<file path="src/hdl/tcc_pkg.sv">
// Constants and carrier types for the timer0 capture/compare register block
package tcc_pkg;

    localparam int ADDR_W = 6;
    localparam int DATA_W = 8;

    // I/O offsets
    localparam logic [5:0] OFS_CONTROL_A = 6'h15;
    localparam logic [5:0] OFS_IRQ_MASK = 6'h39;
    localparam logic [5:0] OFS_COUNTER_LOW = 6'h12;
    localparam logic [5:0] OFS_COUNTER_HIGH = 6'h14;
    localparam logic [5:0] OFS_COMPARE_A = 6'h13;
    localparam logic [5:0] OFS_COMPARE_B = 6'h11;

    // Control register fields
    localparam int CTL_WIDTH_SELECT = 7;
    localparam int CTL_CAPTURE_MODE = 6;
    localparam int CTL_FILTER_ENABLE = 5;
    localparam int CTL_EDGE_SELECT = 4;
    localparam int CTL_COMPARATOR_ROUTE = 3;
    localparam int CTL_COUNT_SEQUENCE = 0;
    localparam logic [7:0] CTL_WRITE_MASK = 8'hF9;
    localparam logic [7:0] CTL_RESET = 8'h00;

    // Interrupt mask fields
    localparam int MSK_COMPARE_A = 4;
    localparam int MSK_COMPARE_B = 3;
    localparam int MSK_OVERFLOW = 1;
    localparam int MSK_CAPTURE = 0;
    localparam logic [7:0] MSK_RESET = 8'h00;

    // Flag vector positions
    localparam int FLG_CAPTURE = 0;
    localparam int FLG_OVERFLOW = 1;
    localparam int FLG_COMPARE_B = 2;
    localparam int FLG_COMPARE_A = 3;

    localparam logic [7:0] BYTE_ZERO = 8'h00;
    localparam logic [7:0] BYTE_MAX = 8'hFF;
    localparam logic [7:0] BYTE_ONE = 8'h01;
    localparam int FILTER_SAMPLES = 4;

    typedef struct packed {
        logic wr;
        logic rd;
        logic [5:0] addr;
        logic [7:0] wdata;
    } tcc_bus_req_t;

    typedef struct packed {
        logic compare_a;
        logic compare_b;
        logic overflow;
        logic capture;
    } tcc_events_t;

endpackage

</file>
<file path="src/hdl/tcc_capture_front.sv">
// Capture front end: pin synchroniser, source select, noise filter, edge detect
`timescale 1ns/1ps
`default_nettype none
module tcc_capture_front (
    input wire logic ref_clk_i,
    input wire logic reset_n_i,
    input wire logic capture_pin_i,
    input wire logic comparator_i,
    input wire logic route_i,
    input wire logic filter_en_i,
    input wire logic edge_sel_i,
    output logic capture_o
);
    logic [1:0] pin_sync;
    logic [1:0] cmp_sync;
    logic [tcc_pkg::FILTER_SAMPLES-1:0] hist;
    logic filt;
    logic prev;
    logic sel;
    logic [tcc_pkg::FILTER_SAMPLES-1:0] next_hist;
    logic next_filt;
    logic src;

    ////////////////////////////////////////////////////////////////////////////
    always_comb begin
        // Comparator is fully disconnected unless routed in
        src = route_i ? cmp_sync[1] : pin_sync[1];
        next_hist = {hist[tcc_pkg::FILTER_SAMPLES-2:0], src};
        next_filt = filt;
        if (&next_hist) begin
            next_filt = 1'b1;
        end else if (~|next_hist) begin
            next_filt = 1'b0;
        end
        // Filter path costs four extra clocks of latency
        sel = filter_en_i ? filt : src;
        capture_o = (sel != prev) && (sel == edge_sel_i);
    end

    always_ff @(posedge ref_clk_i) begin
        if (!reset_n_i) begin
            pin_sync <= 2'h0;
            cmp_sync <= 2'h0;
            hist <= '0;
            filt <= 1'b0;
            prev <= 1'b0;
        end else begin
            pin_sync <= {pin_sync[0], capture_pin_i};
            cmp_sync <= {cmp_sync[0], comparator_i};
            hist <= next_hist;
            filt <= next_filt;
            prev <= sel;
        end
    end
endmodule
`default_nettype wire

</file>
<file path="src/hdl/tcc_regs.sv">
// Timer0 register interface with counter, compare, capture and flag logic
//
// Summary of operation
// - Shared high-byte holder keeps its value after a low-byte write.
// - Width bit 7 makes counter 16 bits and joins both compare registers.
// - Control bit 6 enables capture mode.
// - Control bit 5 filters capture input: four equal samples needed to change.
// - Control bit 4 picks capture edge: zero falling, one rising.
// - Capture edge copies counter into capture register and sets capture flag.
// - Control bit 3 routes comparator into capture front end, else disconnected.
// - Control bits 2 and 1 ignore writes and read zero.
// - Control bit 0 selects normal or clear-on-match counting.
// - Counter low byte is read/write; a write blocks match on next tick.
// - In 16-bit mode counter bytes pass through one shared high-byte holder.
// - Compare A compares with counter low byte; low byte of 16-bit compare.
// - Compare B compares low byte in 8-bit mode; high byte via holder in 16.
// - Mask bit 4 enables compare A request with global enable and flag.
// - Mask bit 3 enables compare B request with global enable and flag.
// - Mask bit 1 enables overflow request with global enable and flag.
// - Mask bit 0 enables capture request with global enable and flag.
// - Low write loads high byte from holder and low byte together; low read copies upper into holder.
// - Compare mode reads bypass holder; 16-bit capture reads go through it.
// - Equality sets compare flag on next tick; only flag A in 16-bit mode.
`timescale 1ns/1ps
`default_nettype none
module tcc_regs (
    input wire logic ref_clk_i,
    input wire logic reset_n_i,
    input wire tcc_pkg::tcc_bus_req_t bus_i,
    output logic [7:0] rdata_o,
    input wire logic timer_tick_i,
    input wire logic global_irq_enable_i,
    input wire tcc_pkg::tcc_events_t flag_clear_i,
    input wire logic capture_pin_i,
    input wire logic comparator_i,
    output tcc_pkg::tcc_events_t flags_o,
    output tcc_pkg::tcc_events_t irq_req_o,
    output logic [3:0] other_timer_mask_o,
    output logic [15:0] counter_o
);
    logic [7:0] ctrl;
    logic [7:0] mask;
    logic [7:0] cnt_lo;
    logic [7:0] cnt_hi;
    logic [7:0] cmp_a;
    logic [7:0] cmp_b;
    logic [7:0] temp;
    logic [7:0] rdata;
    logic block;
    logic pend_a;
    logic pend_b;
    tcc_pkg::tcc_events_t flags;

    logic [7:0] next_ctrl;
    logic [7:0] next_mask;
    logic [7:0] next_cnt_lo;
    logic [7:0] next_cnt_hi;
    logic [7:0] next_cmp_a;
    logic [7:0] next_cmp_b;
    logic [7:0] next_temp;
    logic [7:0] next_rdata;
    logic next_block;
    logic next_pend_a;
    logic next_pend_b;
    tcc_pkg::tcc_events_t next_flags;
    tcc_pkg::tcc_events_t set;

    logic wide;
    logic cap_mode;
    logic clear_on_match_counting;
    logic cap_evt;
    logic eq_a;
    logic eq_b;
    logic at_max;
    logic wr_cnt;

    function automatic logic hit(input tcc_pkg::tcc_bus_req_t b, input logic strobe, input logic [5:0] ofs);
        hit = strobe && (b.addr == ofs);
    endfunction

    ////////////////////////////////////////////////////////////////////////////
    tcc_capture_front u_front (
        .ref_clk_i(ref_clk_i),
        .reset_n_i(reset_n_i),
        .capture_pin_i(capture_pin_i),
        .comparator_i(comparator_i),
        .route_i(ctrl[tcc_pkg::CTL_COMPARATOR_ROUTE]),
        .filter_en_i(ctrl[tcc_pkg::CTL_FILTER_ENABLE]),
        .edge_sel_i(ctrl[tcc_pkg::CTL_EDGE_SELECT]),
        .capture_o(cap_evt)
    );

    assign wide = ctrl[tcc_pkg::CTL_WIDTH_SELECT];
    assign cap_mode = ctrl[tcc_pkg::CTL_CAPTURE_MODE];
    assign clear_on_match_counting = ctrl[tcc_pkg::CTL_COUNT_SEQUENCE];
    assign wr_cnt = hit(bus_i, bus_i.wr, tcc_pkg::OFS_COUNTER_LOW) || hit(bus_i, bus_i.wr, tcc_pkg::OFS_COUNTER_HIGH);

    always_comb begin
        // Joined compare value in wide mode, low-byte compare otherwise
        eq_a = wide ? ({cnt_hi, cnt_lo} == {cmp_b, cmp_a}) : (cnt_lo == cmp_a);
        eq_b = !wide && (cnt_lo == cmp_b);
        at_max = (cnt_lo == tcc_pkg::BYTE_MAX) && (!wide || cnt_hi == tcc_pkg::BYTE_MAX);
    end

    ////////////////////////////////////////////////////////////////////////////
    always_comb begin
        next_ctrl = ctrl;
        next_mask = mask;
        next_cnt_lo = cnt_lo;
        next_cnt_hi = cnt_hi;
        next_cmp_a = cmp_a;
        next_cmp_b = cmp_b;
        next_temp = temp;
        next_rdata = rdata;
        next_block = block;
        next_pend_a = pend_a;
        next_pend_b = pend_b;
        set = '0;

        // Counting core, advanced by the prescaler enable
        if (timer_tick_i) begin
            if (clear_on_match_counting && !cap_mode && eq_a) begin
                next_cnt_lo = tcc_pkg::BYTE_ZERO;
                next_cnt_hi = tcc_pkg::BYTE_ZERO;
            end else begin
                next_cnt_lo = cnt_lo + tcc_pkg::BYTE_ONE;
                if (wide && cnt_lo == tcc_pkg::BYTE_MAX) begin
                    next_cnt_hi = cnt_hi + tcc_pkg::BYTE_ONE;
                end
                set.overflow = at_max;
            end
            // Flag rises one tick after the equality was seen
            set.compare_a = pend_a;
            // A match left pending from 8-bit mode must not flag B once the pair is joined
            set.compare_b = pend_b && !wide;
            next_pend_a = eq_a && !block && !cap_mode;
            next_pend_b = eq_b && !block && !cap_mode;
            next_block = 1'b0;
        end

        // Capture snapshot, counter low byte lands in compare A, high byte in compare B only when wide
        if (cap_evt && cap_mode) begin
            next_cmp_a = cnt_lo;
            if (wide) begin
                next_cmp_b = cnt_hi;
            end
            set.capture = 1'b1;
        end

        // Processor writes
        if (bus_i.wr) begin
            case (bus_i.addr)
                tcc_pkg::OFS_CONTROL_A: next_ctrl = bus_i.wdata & tcc_pkg::CTL_WRITE_MASK;
                tcc_pkg::OFS_IRQ_MASK: next_mask = bus_i.wdata;
                tcc_pkg::OFS_COUNTER_LOW: begin
                    next_cnt_lo = bus_i.wdata;
                    // Holder is left intact so one high byte serves several writes
                    if (wide) begin
                        next_cnt_hi = temp;
                    end
                    next_block = 1'b1;
                end
                tcc_pkg::OFS_COUNTER_HIGH: begin
                    if (wide) begin
                        next_temp = bus_i.wdata;
                    end else begin
                        next_cnt_hi = bus_i.wdata;
                    end
                    next_block = 1'b1;
                end
                tcc_pkg::OFS_COMPARE_A: begin
                    if (!(cap_evt && cap_mode)) begin
                        next_cmp_a = bus_i.wdata;
                        if (wide) begin
                            next_cmp_b = temp;
                        end
                    end
                end
                tcc_pkg::OFS_COMPARE_B: begin
                    if (wide) begin
                        next_temp = bus_i.wdata;
                    end else if (!(cap_evt && cap_mode)) begin
                        next_cmp_b = bus_i.wdata;
                    end
                end
                default: next_temp = temp;
            endcase
        end

        // Processor reads, with holder side effects
        if (bus_i.rd) begin
            case (bus_i.addr)
                tcc_pkg::OFS_CONTROL_A: next_rdata = ctrl;
                tcc_pkg::OFS_IRQ_MASK: next_rdata = mask;
                tcc_pkg::OFS_COUNTER_LOW: begin
                    next_rdata = cnt_lo;
                    if (wide) begin
                        next_temp = cnt_hi;
                    end
                end
                tcc_pkg::OFS_COUNTER_HIGH: next_rdata = wide ? temp : cnt_hi;
                tcc_pkg::OFS_COMPARE_A: begin
                    next_rdata = cmp_a;
                    if (wide && cap_mode) begin
                        next_temp = cmp_b;
                    end
                end
                // Compare mode bypasses the holder: the value only moves on writes
                tcc_pkg::OFS_COMPARE_B: next_rdata = (wide && cap_mode) ? temp : cmp_b;
                default: next_rdata = tcc_pkg::BYTE_ZERO;
            endcase
        end

        // Set wins over clear in the same cycle
        next_flags = (flags & ~flag_clear_i) | set;
    end

    always_ff @(posedge ref_clk_i) begin
        if (!reset_n_i) begin
            ctrl <= tcc_pkg::CTL_RESET;
            mask <= tcc_pkg::MSK_RESET;
            cnt_lo <= tcc_pkg::BYTE_ZERO;
            cnt_hi <= tcc_pkg::BYTE_ZERO;
            cmp_a <= tcc_pkg::BYTE_ZERO;
            cmp_b <= tcc_pkg::BYTE_ZERO;
            temp <= tcc_pkg::BYTE_ZERO;
            rdata <= tcc_pkg::BYTE_ZERO;
            block <= 1'b0;
            pend_a <= 1'b0;
            pend_b <= 1'b0;
            flags <= '0;
        end else begin
            ctrl <= next_ctrl;
            mask <= next_mask;
            cnt_lo <= next_cnt_lo;
            cnt_hi <= next_cnt_hi;
            cmp_a <= next_cmp_a;
            cmp_b <= next_cmp_b;
            temp <= next_temp;
            rdata <= next_rdata;
            block <= next_block;
            pend_a <= next_pend_a;
            pend_b <= next_pend_b;
            flags <= next_flags;
        end
    end

    ////////////////////////////////////////////////////////////////////////////
    // Handlers sharing the holder must mask interrupts; no hardware guard
    assign rdata_o = rdata;
    assign flags_o = flags;
    assign counter_o = {cnt_hi, cnt_lo};
    assign other_timer_mask_o = {mask[7:5], mask[2]};
    assign irq_req_o.compare_a = flags.compare_a && mask[tcc_pkg::MSK_COMPARE_A] && global_irq_enable_i;
    assign irq_req_o.compare_b = flags.compare_b && mask[tcc_pkg::MSK_COMPARE_B] && global_irq_enable_i;
    assign irq_req_o.overflow = flags.overflow && mask[tcc_pkg::MSK_OVERFLOW] && global_irq_enable_i;
    assign irq_req_o.capture = flags.capture && mask[tcc_pkg::MSK_CAPTURE] && global_irq_enable_i;
endmodule
`default_nettype wire

</file>
<file path="config.mk">
export PLATFORM = sky130hd
export DESIGN_NAME = tcc_regs
export DESIGN_NICKNAME = d
export VERILOG_FILES = /design/src/hdl/tcc_pkg.sv /design/src/hdl/tcc_capture_front.sv /design/src/hdl/tcc_regs.sv
export SDC_FILE = /design/constraint.sdc
export NUM_CORES = 1
export LEC_CHECK = 0
export ABC_AREA = 1
export BUFFER_PORTS_ARGS = -buffer_cell sky130_fd_sc_hd__buf_2
export CORE_UTILIZATION = 48
export CTS_CLUSTER_DIAMETER = 200
export CTS_CLUSTER_SIZE = 8
export DETAILED_ROUTE_END_ITERATION = 12
export PLACE_DENSITY = 0.68
export SYNTH_ARGS = -nofsm -noshare
export SYNTH_HDL_FRONTEND = slang
export SYNTH_SLANG_ARGS = --single-unit
</file>
<file path="constraint.sdc">
create_clock -name ref_clk_i -period 2.6 [get_ports ref_clk_i]
set_input_delay 0.13 -clock ref_clk_i [delete_from_list [all_inputs] [get_ports ref_clk_i]]
set_output_delay 0.13 -clock ref_clk_i [all_outputs]
set_load 0.05 [all_outputs]
</file>
==> results of run 1 <==
through the flow:
step | worst slack (ns) | cells | total power (W)
global placement | 0.389 | 1075 | 0.00155
global route | 0.00672 | 1093 | 0.00303
CTS | 0.364 | 1093 | 0.00297
detailed placement | 0.378 | 1075 | 0.00155
floorplan | 0.440 | 890 | 0.00144
finish | 0.280 | 1093 | 0.00296
sequential cells by signal, indices dropped and copies added, names as in the netlist, 6 cells and up:
signal and cells:
rdata_o 8, ctrl 6, temp 8, cmp_b 8, mask 8, cnt_lo 8
cmp_a 8, cnt_hi 8
power by group through the flow:
stage               clock (W)  sequential [W]  combinational, W
floorplan                   0         0.00130          0.000143
global placement            0         0.00126          0.000286
detailed placement          0         0.00126          0.000286
CTS                   0.00144         0.00124          0.000289
global route          0.00148         0.00124          0.000317
finish                0.00143         0.00124          0.000295
tightest hold or removal path, delay by kind of cell:
kind                   cells  cell delay (ns)
AOI/OAI and AO/OA          1             0.05
buffers and inverters      2             0.10
and+or+nand+nor            1             0.04
cells in the mapped netlist (4+ instances only):
master	n	area share (%)
inv_2	13	0.89
a21oi_1	86	7.9
buf_2	19	1.7
o21ai_1	17	1.6
a221oi_1	5	0.80
inv_1	97	6.6
a31oi_1	6	0.69
o21ai_0	53	4.8
xnor2_1	6	0.96
or2_2	4	0.46
xor2_1	15	2.4
nor3_1	8	0.73
nand3_1	49	4.5
clkbuf_1	16	1.1
nor4_1	4	0.46
nand2_2	7	0.80
nand2_1	255	17
nor2_2	4	0.46
dfxtp_1	78	29
a21oi_2	4	0.64
nand4_1	12	1.4
nor2_1	66	4.5
a211oi_1	16	2.2
buf_4	8	1.1
nor2_4	6	1.2
final timing paths:
check | start | endpoint | slack [ns] | cells after the start
worst max-delay path | cnt_lo[6]$_SDFF_PN0_ | cnt_hi[4]$_SDFF_PN0_ | 0.28 | 13
worst min-delay path | flag_clear_i[3] | flags_o[3]$_SDFF_PN0_ | 0.02 | 4
worst max register to register | cnt_lo[6]$_SDFF_PN0_ | cnt_hi[4]$_SDFF_PN0_ | 0.28 | 13
worst min register to register | u_front.pin_sync[0]$_SDFF_PN0_ | u_front.pin_sync[1]$_SDFF_PN0_ | 0.42 | 2
cell families (layout without fill, tap and decap cells):
kind of cell	after synthesis	after routing	share of synthesized area [%]
and+or+nand+nor	428	428	34.7
buffers and inverters	160	223	12.2
AOI/OAI and AO/OA	201	201	20.8
adders and majority gates	2	2	0.457
DFF	78	78	28.5
xor gates and xnor gates	21	21	3.36
per-layer routing:
layer  routed length (um)  global-route usage, %  vias up  share of wire, %
met5                    0                      0        -                 0
met4                  758                   17.1        0               4.0
met3                 2040                   7.17       66                11
met2                 8410                   51.7      350                44
met1                 7850                   43.9     2753                41
li1                     -                      -     3009                 -
layout make-up:
type / instances / area [um^2] / area share (%)
clock inverters: 7 / 104 / 1.65
inverters: 112 / 420 / 6.67
multi-input cells: 652 / 3250 / 51.5
flip-flops and latches: 78 / 1560 / 24.8
clock buffers: 9 / 225 / 3.58
repair buffers: 95 / 566 / 8.98
well taps: 140 / 175 / 2.78
==> impl_metrics.yaml, run 1 <==
timing:
  timing.final.hold_violations: 0
  final.setup.tns_ns: 0
  rsz0062_at_grt: "no"
  setup-violations-final: 0
  worst-slew-pin-transition_ns: 0.677
  holdWs_ns: 0.0212
  period_share_pct: 89.2
  fmax_mhz: 431
  max_slew_margin_pct: 54.8
  timing.final.max_slew_violations: 0
  finalClockSkew_ns: 0.00883
  period_needed_ns: 2.32
power:
  p_int_w: 0.00215
  power.switching_w: 0.000805
  fraction_of_power_consumed_by_combinational_cells_pct: 10.0
  leakage_nw: 3.08
  seqPwrFrac_pct: 41.8
  ratio_of_total_power_to_cell_area_mw_per_mm2: 469
  switching_portion_of_total_power_pct: 27.2
  power.ir.vdd_worst_mv: 0.529
  clockPowerShare_pct: 48.2
synthesis:
  postSynthAreaPerCell_um2: 6.15
  ys_seq_area_share_pct: 28.5
  syn_area_mm2: 0.00548
  yosys_register_bits: 78
  top_flip_flop_cell_by_instance_count_after_synthesis: "dfxtp_1"
  ys_async_sr_fraction_pct: 0
  synth_fp_nets: 918
  ys.warnings.count: 0
  number_of_synthesized_flops_with_an_enable_pin: 0
  postSynthCellCount: 890
  yosys_cell_types: 47
critical_path:
  maximum_net_fanout_on_the_critical_path: 19
  worst-endpoint-required_ns: 2.82
  critical_path.endpoint_type: "flip-flop"
  worstPathArrival_ns: 2.54
  worst_path_dominant_cell_family: "simple AND/OR/NAND/NOR gates"
  timing.critical_path.mode_cell: "nand2_1"
  worstPathBufferInverterCount: 1
  cpPeakStageDelay_ns: 0.52
  worst_setup_path_start_kind: "flip-flop"
  crit_path_top_delay_cell: "dfxtp_1"
  criticalPathCategory: "flip-flop to flip-flop"
  crit_chain: "inv_1 > nand2_1 > nand2_1 > nor2_1 > nand2_1 > nor2_1 > nand4_2 > nand2_1 > nand2_1 > nand2_1 > nand2_1 > nand2_1 > a21oi_2"
clock_tree:
  cts_tree: "yes"
  clk_pin_slew_ns: 0.07
  clock_tree.root_cell: "clkbuf_16"
  cts_sinks: 78
  hold_bufs_inserted_after_cts: 2
  cts_htree_levels: 3
  cts.repair_timing.setup_buffer_count: 0
  cts-root-to-sink-buffers: 2
  tritoncts.num_buffers: 9
  cts-resized-gates: 0
  worst_skew_pair.late_latency_ns: 0.36
final_layout:
  syn2layout_area_growth_pct: 15.0
  antennaDiodeCount: 0
  layout.filler_cells: 1106
  post-route-util_pct: 57.3
  final_nets: 976
  layout.cells.most_common_list: "nand2_1, inv_1, a21oi_1"
  layout_commonest_cell: "nand2_1"
  postLayoutCellArea_mm2: 0.00630
  drive_gt1_share_pct: 16.7
die:
  floorplan.die.height_um: 109
  std_cell_rows: 38
  ios: 62
  die_x_um: 109
  die_area_mm2: 0.0118
  floorplan.core_area_mm2: 0.0110
  floorplan.initialDensity_pct: 49.9
detailed_routing:
  dr.pass1.iters: 6
  drt-wirelength-per-cell_um: 17.4
  drt.antenna.violating_nets: 0
  detailedRoute.firstIterationViolations: 721
  vias: 6178
  viasPerCell: 5.65
  wl_um: 19100
  remaining_drc_errors: 0
global_routing:
  combined_global_route_utilization_of_all_metal_layers_pct: 33.5
  grt_antenna_before_repair: 0
  grt_pass1_wl_um: 29500
  vias_in_the_first_global_route: 5458
  grt_ovf: 0
  maximum_number_of_pins_on_one_net_before_global_route_repair: 45
placed_design:
  placed_cell_area_mm2: 0.00595
  finalWeightedCongestion: 0.990
  count_of_input_and_output_buffers: 61
  dpl.hpwl_um: 13600
run:
  maxCapViolations: 0
outcome:
  status: "finished clean"
worst_hold_path:
  hold_path_class: "input pin to flip-flop"
Power figures use the tool's default switching activity.
==> run 2, diff against run 1 <==
==> constraint.sdc (replaced) <==
create_clock -name ref_clk_i -period 2.6 [get_ports ref_clk_i]
set_input_delay 0.78 -clock ref_clk_i [delete_from_list [all_inputs] [get_ports ref_clk_i]]
set_output_delay 0.78 -clock ref_clk_i [all_outputs]
set_load 0.05 [all_outputs]
==> impl_metrics.yaml, run 2 (synthesis gave the netlist of run 1 again) <==
critical_path:
  worst-endpoint-required_ns: 2.84
  worstPathArrival_ns: 2.45
  timing.rr.end: "cnt_hi[0]$_SDFF_PN0_"
  timing.reg2reg.setup_slack_ns: 0.39
  worstRegToRegCells: 13
  maximum_net_fanout_on_the_critical_path: 17
  critical_path.endpoint_type: "flip-flop"
  worst_setup_path_start_kind: "flip-flop"
  worst_r2r_startpoint: "cnt_lo[5]$_SDFF_PN0_"
  criticalPathCategory: "flip-flop to flip-flop"
run:
  maxCapViolations: 0
global_routing:
  vias_in_the_first_global_route: 5460
  grt_antenna_before_repair: 0
  grt_ovf: 0
  maximum_number_of_pins_on_one_net_before_global_route_repair: 35
  grt_pass1_wl_um: 29900
  combined_global_route_utilization_of_all_metal_layers_pct: 33.9
final_layout:
  syn2layout_area_growth_pct: 15.5
  layout.cells.most_common_list: "nand2_1, inv_1, a21oi_1"
  area.sequential_mm2: 0.00156
  final_nets: 984
  finish.cell_count_without_fillers: 1101
  layout_commonest_cell: "nand2_1"
  drive_gt1_share_pct: 17.6
  postLayoutCellArea_mm2: 0.00633
  layout.filler_cells: 1135
  antennaDiodeCount: 0
  multiInputGateArea_mm2: 0.00325
clock_tree:
  worst_skew_pair.late_latency_ns: 0.35
  clk_pin_slew_ns: 0.07
  cts.repair_timing.setup_buffer_count: 0
  tritoncts.num_buffers: 9
  hold_bufs_inserted_after_cts: 0
  cts-resized-gates: 0
  cts-root-to-sink-buffers: 2
  cts_htree_levels: 3
  clock_tree.root_cell: "clkbuf_16"
  cts_tree: "yes"
  cts_sinks: 78
power:
  power.ir.vdd_worst_mv: 0.465
  ratio_of_total_power_to_cell_area_mw_per_mm2: 444
  leakage_nw: 3.10
  power.total_w: 0.00281
detailed_routing:
  drt.antenna.violating_nets: 0
  wl_um: 19400
  vias: 6235
  drt-wirelength-per-cell_um: 17.6
  dr.pass1.iters: 6
  viasPerCell: 5.66
  detailedRoute.firstIterationViolations: 590
  remaining_drc_errors: 0
timing:
  setup-violations-final: 0
  max_slew_margin_pct: 61.4
  timing.final.hold_violations: 0
  timing.final.max_slew_violations: 0
  finalClockSkew_ns: 0.00635
  fmax_mhz: 452
  period_needed_ns: 2.21
  worst_slack_ns: 0.389
  final.setup.tns_ns: 0
  rsz0062_at_grt: "no"
  period_share_pct: 85.1
  worst-slew-pin-transition_ns: 0.576
die:
  die_area_mm2: 0.0118
  floorplan.core_area_mm2: 0.0110
  die_x_um: 109
  ios: 62
  std_cell_rows: 38
  floorplan.initialDensity_pct: 49.9
  floorplan.die.height_um: 109
placed_design:
  detailedPlace.worstSlack_ns: 0.143
  finalWeightedCongestion: 0.970
  count_of_input_and_output_buffers: 61
  dp_cells: 1085
  placed_cell_area_mm2: 0.00604
  dpl.hpwl_um: 14100
worst_hold_path:
  min_delay_worst_endpoint: "u_front.cmp_sync[1]$_SDFF_PN0_"
  worst_hold_path.num_cells: 2
  hold_start: "u_front.cmp_sync[0]$_SDFF_PN0_"
  hold_path_class: "flip-flop to flip-flop"
outcome:
  status: "finished clean"
-- run 2: through the flow --
step	util, %	hold WS [ns]
floorplan	-	0.390
global placement	55.0	0.394
detailed placement	55.0	0.401
CTS	57.6	0.414
global route	57.6	0.444
finish	57.6	0.408
-- run 2: worst max-delay path, stage by stage, from the launching register on --
cell	delay, ns
dfxtp_1	0.52
inv_2	0.12
nand2_1	0.07
nand2_1	0.05
nor2_1	0.10
nand2_1	0.06
nor2_1	0.19
nand4_2	0.46
nand2_1	0.24
nand2_1	0.07
nand2_1	0.07
nand2_1	0.05
nand2_1	0.05
a21oi_1	0.06
-- run 2: how the worst max path moves through the flow --
stage | startpoint | endpoint | slack, ns | depth (start not counted)
global route | cnt_lo[5]$_SDFF_PN0_ | cnt_hi[0]$_SDFF_PN0_ | 0.14 | 13
floorplan | global_irq_enable_i | irq_req_o[0] | 0.33 | 2
detailed placement | bus_i[8] | temp[6]$_SDFF_PN0_ | 0.14 | 14
finish | cnt_lo[5]$_SDFF_PN0_ | cnt_hi[0]$_SDFF_PN0_ | 0.39 | 13
global placement | bus_i[8] | temp[4]$_SDFF_PN0_ | 0.19 | 14
CTS | cnt_lo[5]$_SDFF_PN0_ | cnt_hi[4]$_SDFF_PN0_ | 0.42 | 13
-- run 2: layer usage --
metal / track usage, % / share of wire (%) / up-vias / routed length [um]
met3: 7.05 / 9.5 / 68 / 1840
met5: 0 / 0 / - / 0
met1: 43.7 / 41 / 2808 / 8000
met4: 18.9 / 4.9 / 0 / 943
li1: - / - / 3024 / -
met2: 52.6 / 44 / 335 / 8580
-- run 2: cell type report --
type	count	area share (%)
clock buffer	9	3.56
clock inverter	7	1.01
inverter	112	6.65
multi-input combinational	652	51.3
sequential	78	24.7
tap	140	2.77
timing repair buffer	103	10.0
-- run 2: power breakdown --
| group | internal [W] | switching (W) |
|---|---|---|
| combinational | 0.0000870 | 0.000219 |
| clock | 0.000671 | 0.000597 |
| sequential | 0.00122 | 0.0000188 |
| total | 0.00197 | 0.000835 |
